### config.mk
export PLATFORM = sky130hd
export DESIGN_NAME = icap_timer
export DESIGN_NICKNAME = d
export VERILOG_FILES = /design/src/inc/icap_pkg.sv /design/src/icap_edge_filter.sv /design/src/icap_timer.sv
export VERILOG_INCLUDE_DIRS = /design/src /design/src/inc
export SDC_FILE = /design/constraint.sdc
export NUM_CORES = 1
export LEC_CHECK = 0
export BUFFER_PORTS_ARGS = -buffer_cell sky130_fd_sc_hd__buf_4
export CAP_MARGIN = 20
export CORE_UTILIZATION = 35
export DETAILED_ROUTE_END_ITERATION = 10
export PLACE_DENSITY = 0.58
export SYNTH_ARGS = -nofsm -noshare
export SYNTH_HDL_FRONTEND = slang
export SYNTH_HIERARCHICAL = 1
export SYNTH_SLANG_ARGS = --single-unit
### constraint.sdc
create_clock -name clk_i -period 3.2 [get_ports clk_i]
set_input_delay 0.48 -clock clk_i [delete_from_list [all_inputs] [get_ports clk_i]]
set_output_delay 0.48 -clock clk_i [all_outputs]
set_load 0.03 [all_outputs]
### src/inc/icap_defines.svh
// Offsets, field positions and reset values of the input capture timer.
// Assumes a 32-bit APB bus with 12-bit byte addresses.
`ifndef ICAP_DEFINES_SVH
`define ICAP_DEFINES_SVH

// Byte offsets, one aligned word each
`define ICAP_OFF_PCE 12'h000
`define ICAP_OFF_MODE 12'h004
`define ICAP_OFF_CTRL 12'h008
`define ICAP_OFF_IOC 12'h00C
`define ICAP_OFF_IEN 12'h010
`define ICAP_OFF_STAT 12'h014
`define ICAP_OFF_MASK 12'h018
`define ICAP_OFF_CNT 12'h01C
`define ICAP_OFF_GRA 12'h020
`define ICAP_OFF_GRB 12'h024

// Field positions
`define ICAP_PCE_GATE 6
`define ICAP_MODE_RUN 7
`define ICAP_MODE_FCK_HI 5
`define ICAP_MODE_FCK_LO 4
`define ICAP_MODE_DFB 3
`define ICAP_MODE_DFA 2
`define ICAP_CTRL_CK_HI 2
`define ICAP_IOC_A_HI 2
`define ICAP_IOC_B_HI 6
`define ICAP_IOC_B_LO 4
`define ICAP_IOC_MODE_BIT 2
`define ICAP_EV_IMFA 0
`define ICAP_EV_IMFB 1
`define ICAP_EV_OVF 3
`define ICAP_MASK_BIT 3

// Reset values
`define ICAP_MASK_RST 1'b1
`define ICAP_IOC_RST 3'h0
`define ICAP_EV_RST 4'h0
`define ICAP_FCK_RST 2'h0
`define ICAP_CK_RST 3'h0

`endif

### src/inc/icap_pkg.sv
// Types shared by the input capture timer files.
// Encodings only; offsets and fields are in the defines header.
package icap_pkg;

    // Valid capture edge
    typedef enum logic [1:0] {
        ICAP_EDGE_RISE = 2'h0,
        ICAP_EDGE_FALL = 2'h1,
        ICAP_EDGE_BOTH = 2'h2,
        ICAP_EDGE_NONE = 2'h3
    } icap_edge_t;

    // Counter count source
    typedef enum logic [2:0] {
        ICAP_CK_DIV1 = 3'h0,
        ICAP_CK_DIV2 = 3'h1,
        ICAP_CK_DIV4 = 3'h2,
        ICAP_CK_DIV8 = 3'h3,
        ICAP_CK_DIV32 = 3'h4
    } icap_cksrc_t;

    // Digital filter sampling clock
    typedef enum logic [1:0] {
        ICAP_FCK_DIV32 = 2'h0,
        ICAP_FCK_DIV8 = 2'h1,
        ICAP_FCK_DIV1 = 2'h2,
        ICAP_FCK_CNT = 2'h3
    } icap_fck_t;

endpackage

### src/icap_edge_filter.sv
// One capture input path: two-stage synchroniser, optional digital filter, edge pulses.
// Assumes pin_i is asynchronous and sample_i is a one-cycle strobe on clk_i.
`timescale 1ns/10ps

module icap_edge_filter #(
    parameter int FILT_LEN = 3
) (
    input wire logic clk_i,
    input wire logic reset_n_i,
    input wire logic clear_i,
    input wire logic pin_i,
    input wire logic filt_en_i,
    input wire logic sample_i,
    output logic rise_o,
    output logic fall_o
);

    logic sync1_reg;
    logic sync2_reg;
    logic [FILT_LEN-1:0] shift_reg;
    logic [FILT_LEN-1:0] shift_next;
    logic level_reg;
    logic level_next;

    // Next values; sync1 feeds only sync2
    always_comb begin
        shift_next = shift_reg;
        level_next = level_reg;
        if (clear_i) begin
            // Preload with the pin so enabling the timer gives no false edge
            shift_next = {FILT_LEN{sync2_reg}};
            level_next = sync2_reg;
        end else if (filt_en_i) begin
            if (sample_i) begin
                shift_next = {shift_reg[FILT_LEN-2:0], sync2_reg};
            end
            // Level moves only after FILT_LEN equal samples
            if (&shift_reg) begin
                level_next = 1'b1;
            end else if (~|shift_reg) begin
                level_next = 1'b0;
            end
        end else begin
            shift_next = {FILT_LEN{sync2_reg}};
            level_next = sync2_reg;
        end
    end

    // Registers
    always_ff @(posedge clk_i or negedge reset_n_i) begin
        if (!reset_n_i) begin
            sync1_reg <= 1'b0;
            sync2_reg <= 1'b0;
            shift_reg <= '0;
            level_reg <= 1'b0;
        end else begin
            sync1_reg <= pin_i;
            sync2_reg <= sync1_reg;
            shift_reg <= shift_next;
            level_reg <= level_next;
        end
    end

    // Edges seen one cycle before the level register follows
    assign rise_o = level_next & ~level_reg & ~clear_i;
    assign fall_o = ~level_next & level_reg & ~clear_i;

endmodule // icap_edge_filter

### src/icap_timer.sv
// Input capture timer: free-running counter, two capture registers, APB slave.
// Assumes one 50 MHz clock, a synchronous APB master and asynchronous pins.
// What this block does
// - valid edge on pin A or B copies counter into general register A or B
// - valid edge is selectable as rising only, falling only or both edges
// - edge select pattern 10B on channel A means both edges of pin A
// - writing 1 to the run bit starts counting, 0 stops it
// - with the clock gate at 0 the timer stops and ignores register writes
// - with the clock gate off the whole timer is held in reset
// - with the clock gate at 1 all timer registers are readable and all but CNT, GRA and GRB are writable
// - a completed capture on an enabled channel requests the timer interrupt
// - counter overflow can raise the timer interrupt when enabled
// - count source selection includes the undivided peripheral clock
// - a switchable digital filter sits on each capture input
// - with the filter on, an edge is seen after up to five sample clocks
// - channel mode bit 1 makes the general register an input capture register
//
// Our own choices: the register offsets and the APB slave port.
`timescale 1ns/10ps
`include "icap_defines.svh"

module icap_timer import icap_pkg::*; #(
    parameter int CNT_W = 16,
    parameter int FILT_LEN = 3
) (
    input wire logic clk_i,
    input wire logic reset_n_i,
    input wire logic psel_i,
    input wire logic penable_i,
    input wire logic pwrite_i,
    input wire logic [11:0] paddr_i,
    input wire logic [31:0] pwdata_i,
    output logic [31:0] prdata_o,
    output logic pready_o,
    output logic pslverr_o,
    input wire logic capture_pin_a_i,
    input wire logic capture_pin_b_i,
    output logic timer_irq_o
);

    // Register state
    logic timer_clock_gate_reg, timer_clock_gate_next;
    logic count_run_reg, count_run_next;
    logic [1:0] filter_clock_select_reg, filter_clock_select_next;
    logic filter_enable_a_reg, filter_enable_a_next;
    logic filter_enable_b_reg, filter_enable_b_next;
    logic [2:0] cksrc_reg, cksrc_next;
    logic [2:0] ioc_a_reg, ioc_a_next;
    logic [2:0] ioc_b_reg, ioc_b_next;
    logic [3:0] irq_en_reg, irq_en_next;
    logic [3:0] event_reg, event_next;
    logic timer_irq_mask_reg, timer_irq_mask_next;
    logic [CNT_W-1:0] capture_counter_reg, capture_counter_next;
    logic [CNT_W-1:0] general_reg_a_reg, general_reg_a_next;
    logic [CNT_W-1:0] general_reg_b_reg, general_reg_b_next;
    logic [4:0] presc_reg, presc_next;
    logic pready_reg, pready_next;
    logic pslverr_reg, pslverr_next;
    logic [31:0] prdata_reg, prdata_next;
    logic irq_reg, irq_next;

    // Decoded strobes and events
    logic timer_clear;
    logic wr_strobe;
    logic addr_hit;
    logic cnt_tick;
    logic filt_tick;
    logic overflow;
    logic rise_a, fall_a, rise_b, fall_b;
    logic cap_a, cap_b;
    logic [3:0] event_set, event_clr;

    // Gate off keeps every timer register at its reset value
    assign timer_clear = ~timer_clock_gate_reg;

    // Writes land at the edge where the access phase is answered
    assign wr_strobe = psel_i & penable_i & pwrite_i & pready_reg;

    // Count source ticks from a shared prescaler
    always_comb begin
        unique case (icap_cksrc_t'(cksrc_reg))
            ICAP_CK_DIV1: cnt_tick = 1'b1;
            ICAP_CK_DIV2: cnt_tick = presc_reg[0];
            ICAP_CK_DIV4: cnt_tick = &presc_reg[1:0];
            ICAP_CK_DIV8: cnt_tick = &presc_reg[2:0];
            ICAP_CK_DIV32: cnt_tick = &presc_reg;
            default: cnt_tick = 1'b0; // External sources not wired: no count
        endcase
    end

    // Filter sampling clock selection
    always_comb begin
        unique case (icap_fck_t'(filter_clock_select_reg))
            ICAP_FCK_DIV32: filt_tick = &presc_reg;
            ICAP_FCK_DIV8: filt_tick = &presc_reg[2:0];
            ICAP_FCK_DIV1: filt_tick = 1'b1;
            ICAP_FCK_CNT: filt_tick = cnt_tick;
        endcase
    end

    // Per-channel synchroniser, filter and edge detector
    icap_edge_filter #(
        .FILT_LEN(FILT_LEN)
    ) u_path_a (
        .clk_i(clk_i),
        .reset_n_i(reset_n_i),
        .clear_i(timer_clear),
        .pin_i(capture_pin_a_i),
        .filt_en_i(filter_enable_a_reg),
        .sample_i(filt_tick),
        .rise_o(rise_a),
        .fall_o(fall_a)
    );

    icap_edge_filter #(
        .FILT_LEN(FILT_LEN)
    ) u_path_b (
        .clk_i(clk_i),
        .reset_n_i(reset_n_i),
        .clear_i(timer_clear),
        .pin_i(capture_pin_b_i),
        .filt_en_i(filter_enable_b_reg),
        .sample_i(filt_tick),
        .rise_o(rise_b),
        .fall_o(fall_b)
    );

    // Edge qualification; only capture mode channels take edges
    function automatic logic edge_ok(input logic [1:0] sel, input logic rise, input logic fall);
        unique case (icap_edge_t'(sel))
            ICAP_EDGE_RISE: edge_ok = rise;
            ICAP_EDGE_FALL: edge_ok = fall;
            ICAP_EDGE_BOTH: edge_ok = rise | fall;
            ICAP_EDGE_NONE: edge_ok = 1'b0;
        endcase
    endfunction

    assign cap_a = count_run_reg & ioc_a_reg[`ICAP_IOC_MODE_BIT]
        & edge_ok(ioc_a_reg[1:0], rise_a, fall_a);
    assign cap_b = count_run_reg & ioc_b_reg[`ICAP_IOC_MODE_BIT]
        & edge_ok(ioc_b_reg[1:0], rise_b, fall_b);
    assign overflow = count_run_reg & cnt_tick & (&capture_counter_reg);

    // Event sources and write-one-to-clear strobes
    always_comb begin
        event_set = '0;
        event_set[`ICAP_EV_IMFA] = cap_a;
        event_set[`ICAP_EV_IMFB] = cap_b;
        event_set[`ICAP_EV_OVF] = overflow;
        event_clr = '0;
        if (wr_strobe && paddr_i == `ICAP_OFF_STAT) begin
            event_clr = pwdata_i[3:0];
        end
    end

    // Timer core: counter, prescaler, captures and sticky events
    always_comb begin
        presc_next = presc_reg + 5'h1;
        capture_counter_next = capture_counter_reg;
        general_reg_a_next = general_reg_a_reg;
        general_reg_b_next = general_reg_b_reg;
        // A new event beats a clear in the same cycle
        event_next = (event_reg & ~event_clr) | event_set;
        if (count_run_reg && cnt_tick) begin
            capture_counter_next = capture_counter_reg + {{(CNT_W-1){1'b0}}, 1'b1};
        end
        if (cap_a) begin
            general_reg_a_next = capture_counter_reg;
        end
        if (cap_b) begin
            general_reg_b_next = capture_counter_reg;
        end
        if (timer_clear) begin
            presc_next = '0;
            capture_counter_next = '0;
            general_reg_a_next = '0;
            general_reg_b_next = '0;
            event_next = `ICAP_EV_RST;
        end
    end

    always_ff @(posedge clk_i or negedge reset_n_i) begin
        if (!reset_n_i) begin
            presc_reg <= '0;
            capture_counter_reg <= '0;
            general_reg_a_reg <= '0;
            general_reg_b_reg <= '0;
            event_reg <= `ICAP_EV_RST;
        end else begin
            presc_reg <= presc_next;
            capture_counter_reg <= capture_counter_next;
            general_reg_a_reg <= general_reg_a_next;
            general_reg_b_reg <= general_reg_b_next;
            event_reg <= event_next;
        end
    end

    // Configuration; timer registers refuse writes while gated
    always_comb begin
        timer_clock_gate_next = timer_clock_gate_reg;
        count_run_next = count_run_reg;
        filter_clock_select_next = filter_clock_select_reg;
        filter_enable_a_next = filter_enable_a_reg;
        filter_enable_b_next = filter_enable_b_reg;
        cksrc_next = cksrc_reg;
        ioc_a_next = ioc_a_reg;
        ioc_b_next = ioc_b_reg;
        irq_en_next = irq_en_reg;
        timer_irq_mask_next = timer_irq_mask_reg;
        if (wr_strobe) begin
            // Gate and mask sit outside the timer and always take writes
            if (paddr_i == `ICAP_OFF_PCE) begin
                timer_clock_gate_next = pwdata_i[`ICAP_PCE_GATE];
            end
            if (paddr_i == `ICAP_OFF_MASK) begin
                timer_irq_mask_next = pwdata_i[`ICAP_MASK_BIT];
            end
            if (timer_clock_gate_reg) begin
                unique case (paddr_i)
                    `ICAP_OFF_MODE: begin
                        count_run_next = pwdata_i[`ICAP_MODE_RUN];
                        filter_clock_select_next = pwdata_i[`ICAP_MODE_FCK_HI:`ICAP_MODE_FCK_LO];
                        filter_enable_a_next = pwdata_i[`ICAP_MODE_DFA];
                        filter_enable_b_next = pwdata_i[`ICAP_MODE_DFB];
                    end
                    `ICAP_OFF_CTRL: cksrc_next = pwdata_i[`ICAP_CTRL_CK_HI:0];
                    // Accepted while running; software stops first
                    `ICAP_OFF_IOC: begin
                        ioc_a_next = pwdata_i[`ICAP_IOC_A_HI:0];
                        ioc_b_next = pwdata_i[`ICAP_IOC_B_HI:`ICAP_IOC_B_LO];
                    end
                    `ICAP_OFF_IEN: irq_en_next = pwdata_i[3:0];
                    default: ;
                endcase
            end
        end
        if (timer_clear) begin
            count_run_next = 1'b0;
            filter_clock_select_next = `ICAP_FCK_RST;
            filter_enable_a_next = 1'b0;
            filter_enable_b_next = 1'b0;
            cksrc_next = `ICAP_CK_RST;
            ioc_a_next = `ICAP_IOC_RST;
            ioc_b_next = `ICAP_IOC_RST;
            irq_en_next = `ICAP_EV_RST;
        end
    end

    always_ff @(posedge clk_i or negedge reset_n_i) begin
        if (!reset_n_i) begin
            timer_clock_gate_reg <= 1'b0;
            count_run_reg <= 1'b0;
            filter_clock_select_reg <= `ICAP_FCK_RST;
            filter_enable_a_reg <= 1'b0;
            filter_enable_b_reg <= 1'b0;
            cksrc_reg <= `ICAP_CK_RST;
            ioc_a_reg <= `ICAP_IOC_RST;
            ioc_b_reg <= `ICAP_IOC_RST;
            irq_en_reg <= `ICAP_EV_RST;
            timer_irq_mask_reg <= `ICAP_MASK_RST;
        end else begin
            timer_clock_gate_reg <= timer_clock_gate_next;
            count_run_reg <= count_run_next;
            filter_clock_select_reg <= filter_clock_select_next;
            filter_enable_a_reg <= filter_enable_a_next;
            filter_enable_b_reg <= filter_enable_b_next;
            cksrc_reg <= cksrc_next;
            ioc_a_reg <= ioc_a_next;
            ioc_b_reg <= ioc_b_next;
            irq_en_reg <= irq_en_next;
            timer_irq_mask_reg <= timer_irq_mask_next;
        end
    end

    // APB answer: one wait state, read data latched with pready
    always_comb begin
        addr_hit = 1'b1;
        prdata_next = prdata_reg;
        unique case (paddr_i)
            `ICAP_OFF_PCE: prdata_next = 32'(timer_clock_gate_reg) << `ICAP_PCE_GATE;
            `ICAP_OFF_MODE: prdata_next = {24'h0, count_run_reg, 1'b0, filter_clock_select_reg,
                filter_enable_b_reg, filter_enable_a_reg, 2'h0};
            `ICAP_OFF_CTRL: prdata_next = {29'h0, cksrc_reg};
            `ICAP_OFF_IOC: prdata_next = {25'h0, ioc_b_reg, 1'b0, ioc_a_reg};
            `ICAP_OFF_IEN: prdata_next = {28'h0, irq_en_reg};
            `ICAP_OFF_STAT: prdata_next = {28'h0, event_reg};
            `ICAP_OFF_MASK: prdata_next = 32'(timer_irq_mask_reg) << `ICAP_MASK_BIT;
            `ICAP_OFF_CNT: prdata_next = 32'(capture_counter_reg);
            `ICAP_OFF_GRA: prdata_next = 32'(general_reg_a_reg);
            `ICAP_OFF_GRB: prdata_next = 32'(general_reg_b_reg);
            default: begin
                addr_hit = 1'b0;
                prdata_next = 32'h0;
            end
        endcase
        pready_next = psel_i & penable_i & ~pready_reg;
        pslverr_next = pready_next & ~addr_hit;
        if (!pready_next || pwrite_i) begin
            prdata_next = 32'h0;
        end
        // Unmasked, enabled events drive the level interrupt
        irq_next = (|(event_reg & irq_en_reg)) & ~timer_irq_mask_reg;
    end

    always_ff @(posedge clk_i or negedge reset_n_i) begin
        if (!reset_n_i) begin
            pready_reg <= 1'b0;
            pslverr_reg <= 1'b0;
            prdata_reg <= 32'h0;
            irq_reg <= 1'b0;
        end else begin
            pready_reg <= pready_next;
            pslverr_reg <= pslverr_next;
            prdata_reg <= prdata_next;
            irq_reg <= irq_next;
        end
    end

    assign prdata_o = prdata_reg;
    assign pready_o = pready_reg;
    assign pslverr_o = pslverr_reg;
    assign timer_irq_o = irq_reg;

endmodule // icap_timer

==> impl_metrics.py <==
metrics = {
    "status": {
        "status": "completed",
    },
    "synthesis": {
        "synth_edf_count": 0,
        "synth.avg_cell_area_um2": 9.58,
        "synth_cells": 570,
        "synthTopCellsByArea": "dfrtp_1, mux2i_1, a21oi_1",
        "ys_seq_elements": 108,
        "synth_seq_area_share_pct": 49.5,
        "syn_area_mm2": 0.00546,
        "yosysWarnings": 6,
        "synth_ff_type": "dfrtp_1",
        "yosysMostFrequentCell": "dfrtp_1",
        "synthTopCellsByCount": "dfrtp_1, a21oi_1, nand2_1, nor2_1, mux2i_1",
        "synth_cell_types": 59,
        "yosys.area.top_type_share_pct": 49.0,
        "async_flop_share_pct": 100,
        "yosysTopAreaCell": "dfrtp_1",
    },
    "place": {
        "postPlaceCellArea_mm2": 0.00596,
        "place.gp.congestion": 0.856,
        "dpl.hpwl_um": 9290,
        "portBuffers": 45,
    },
    "detailed_routing": {
        "drc": 0,
        "drtAntennaViolNets": 0,
        "drtIter0Drc": 324,
        "firstDrtPassIters": 5,
        "wl_um": 14100,
        "wire_per_inst_um": 17.6,
        "num_vias": 4462,
        "vias_per_cell": 5.56,
    },
    "floorplanning": {
        "die_h_um": 127,
        "core_mm2": 0.0152,
        "placementRows": 45,
        "start_util_pct": 35.9,
        "die_x_um": 127,
        "ios": 86,
        "dieArea_mm2": 0.0161,
    },
    "worst_hold_path": {
        "min_path_type": "input port to async pin",
    },
    "worst_setup_path": {
        "rrSetupSlack_ns": 0.52,
        "crit_path_start_kind": "flip-flop",
        "crit_path_end_kind": "flip-flop",
        "regToRegStartpoint": "presc_reg[0]$_DFF_PN0_",
        "rr_worst_depth": 8,
        "path_max_fanout": 32,
        "crit_start": "presc_reg[0]$_DFF_PN0_",
        "worstPathRequired_ns": 3.47,
        "arrival_ns": 2.95,
        "reg2reg_to": "capture_counter_reg[15]$_DFFE_PN0P_",
        "path_class": "flip-flop to flip-flop",
    },
    "grt": {
        "grt_pass1_wl_um": 22900,
        "grt_max_degree": 81,
        "grt_pass1_vias": 4236,
        "track_usage_pct": 18.6,
        "overflow": 0,
        "antenna_found_initial": 0,
    },
    "timing": {
        "hold_viol": 0,
        "finalCritPeriodShare_pct": 83.7,
        "clock.fmax_mhz": 373,
        "clock-skew-final_ns": 0.00909,
        "worstMarginPinSlew_ns": 0.890,
        "final-setup-viol-count": 0,
        "slew_headroom_pct": 40.7,
        "rsz0062_at_grt": "no",
        "period_minus_slack_ns": 2.68,
        "tns_ns": 0,
        "slew_violations": 0,
    },
    "power_and_ir_drop": {
        "power_mw": 2.82,
        "power_density_mw_per_mm2": 447,
        "p_leak_nw": 2.75,
        "ir_drop_v": 0.000229,
    },
    "cells_and_area": {
        "n_fill_cell": 1465,
        "multi_input_area_mm2": 0.00254,
        "area.growth.synth_to_final_pct": 15.4,
        "nNetsFinal": 665,
        "diodes": 0,
        "seq_area_mm2": 0.00270,
        "design_area_mm2": 0.00631,
        "drive_above_1_share_pct": 14.0,
        "postLayoutCoreUtil_pct": 41.5,
    },
    "clock_network": {
        "clk_pin_slew_ns": 0.07,
        "postCtsSetupBuffers": 0,
        "clkLatencyLatePin_ns": 0.36,
        "cts_tree": "built",
        "htree_levels": 3,
        "cts_root_buf": "clkbuf_16",
        "hold_buffers": 0,
        "cts_buffers": 9,
        "cts-resized-gates": 0,
        "clock_sinks": 108,
        "max-clock-path-buffers": 2,
    },
    "job": {
        "drv_cap": 0,
    },
}
worst max-delay path by stage:
stage	to	slack, ns	cells after the start
CTS	capture_counter_reg[15]$_DFFE_PN0P_	0.51	8
floorplan	general_reg_a_reg[10]$_DFFE_PN0P_	0.90	10
global placement	capture_counter_reg[12]$_DFFE_PN0P_	0.60	8
detailed placement	capture_counter_reg[15]$_DFFE_PN0P_	0.53	8
global route	capture_counter_reg[15]$_DFFE_PN0P_	0.35	8
finish	capture_counter_reg[15]$_DFFE_PN0P_	0.52	8
layer usage:
metal / GRT usage, % / wire length, µm / part of all wire, % / up-vias
li1: - / - / - / 2104
met1: 25.6 / 6740 / 48 / 2201
met2: 28.9 / 6360 / 45 / 134
met3: 2.99 / 655 / 4.6 / 23
met4: 8.68 / 342 / 2.4 / 0
met5: 0 / 0 / 0 / -
metrics by stage:
stage	worst slack, ns	instances	hold slack (ns)
5_1_grt	0.353	803	0.0654
3_3_place_gp	0.599	786	0.333
3_5_place_dp	0.528	786	0.336
6_report	0.522	803	0.0471
4_1_cts	0.512	802	0.219
2_1_floorplan	0.896	585	0.184
where the power goes:
| part | switching, mW | internal [mW] |
|---|---|---|
| sequential | 0.0230 | 1.39 |
| combinational | 0.128 | 0.0706 |
| clock | 0.500 | 0.704 |
cell type report:
type,instances,share of cell area [%]
Inverter,8,0.476
Timing Repair Buffer,61,7.58
Clock inverter,5,1.19
Sequential cell,108,42.9
Multi-Input combinational cell,422,40.3
Clock buffer,11,3.85
Tap cell,188,3.73
cell usage in the layout, fill, tap and decap left out, types with 4 or more instances in the layout:
cell       synthesis  layout
a21oi_1           63      63
a22oi_1            5       5
a2bb2oi_1          8       8
a31oi_1            5       5
and2_1             6       6
buf_4             16      60
clkbuf_16          0       9
conb_1             1      16
dfrtp_1          107     107
ha_1               4       4
inv_1              7       7
mux2_1             8       8
mux2i_1           40      40
nand2_1           56      56
nand2b_1           4       4
nand3_1           15      15
nand3b_1           4       4
nand4_1            7       7
nor2_1            52      52
nor2b_1            8       8
nor3_1             9       9
o21ai_0           36      36
o21ai_1            6       6
o31ai_1           12      12
or4_1             10      10
xor2_1             4       4
logic make-up (layout without fill, tap and decap cells):
kind of cell | after synthesis | count (layout) | share of synthesized area [%]
AND/OR/NAND/NOR | 196 | 196 | 18.2
flip-flops | 108 | 108 | 49.5
adder cells (fa/ha/maj) | 4 | 4 | 0.916
buffers and inverters | 55 | 85 | 5.02
AO/OA/AOI/OAI | 154 | 154 | 16.7
other | 1 | 16 | 0.0686
multiplexers | 48 | 48 | 8.98
XOR/XNOR | 4 | 4 | 0.641
critical path, stage by stage, from the launching register on:
cell and delay (ns):
dfrtp_1 0.38, ha_1 0.20, and3_1 0.17, ha_1 0.16, nand2b_1 0.06, a21o_1 0.18
a211o_1 0.63, or4_1 0.64, a21oi_1 0.16
No activity file was read; power rests on OpenSTA's default activity.
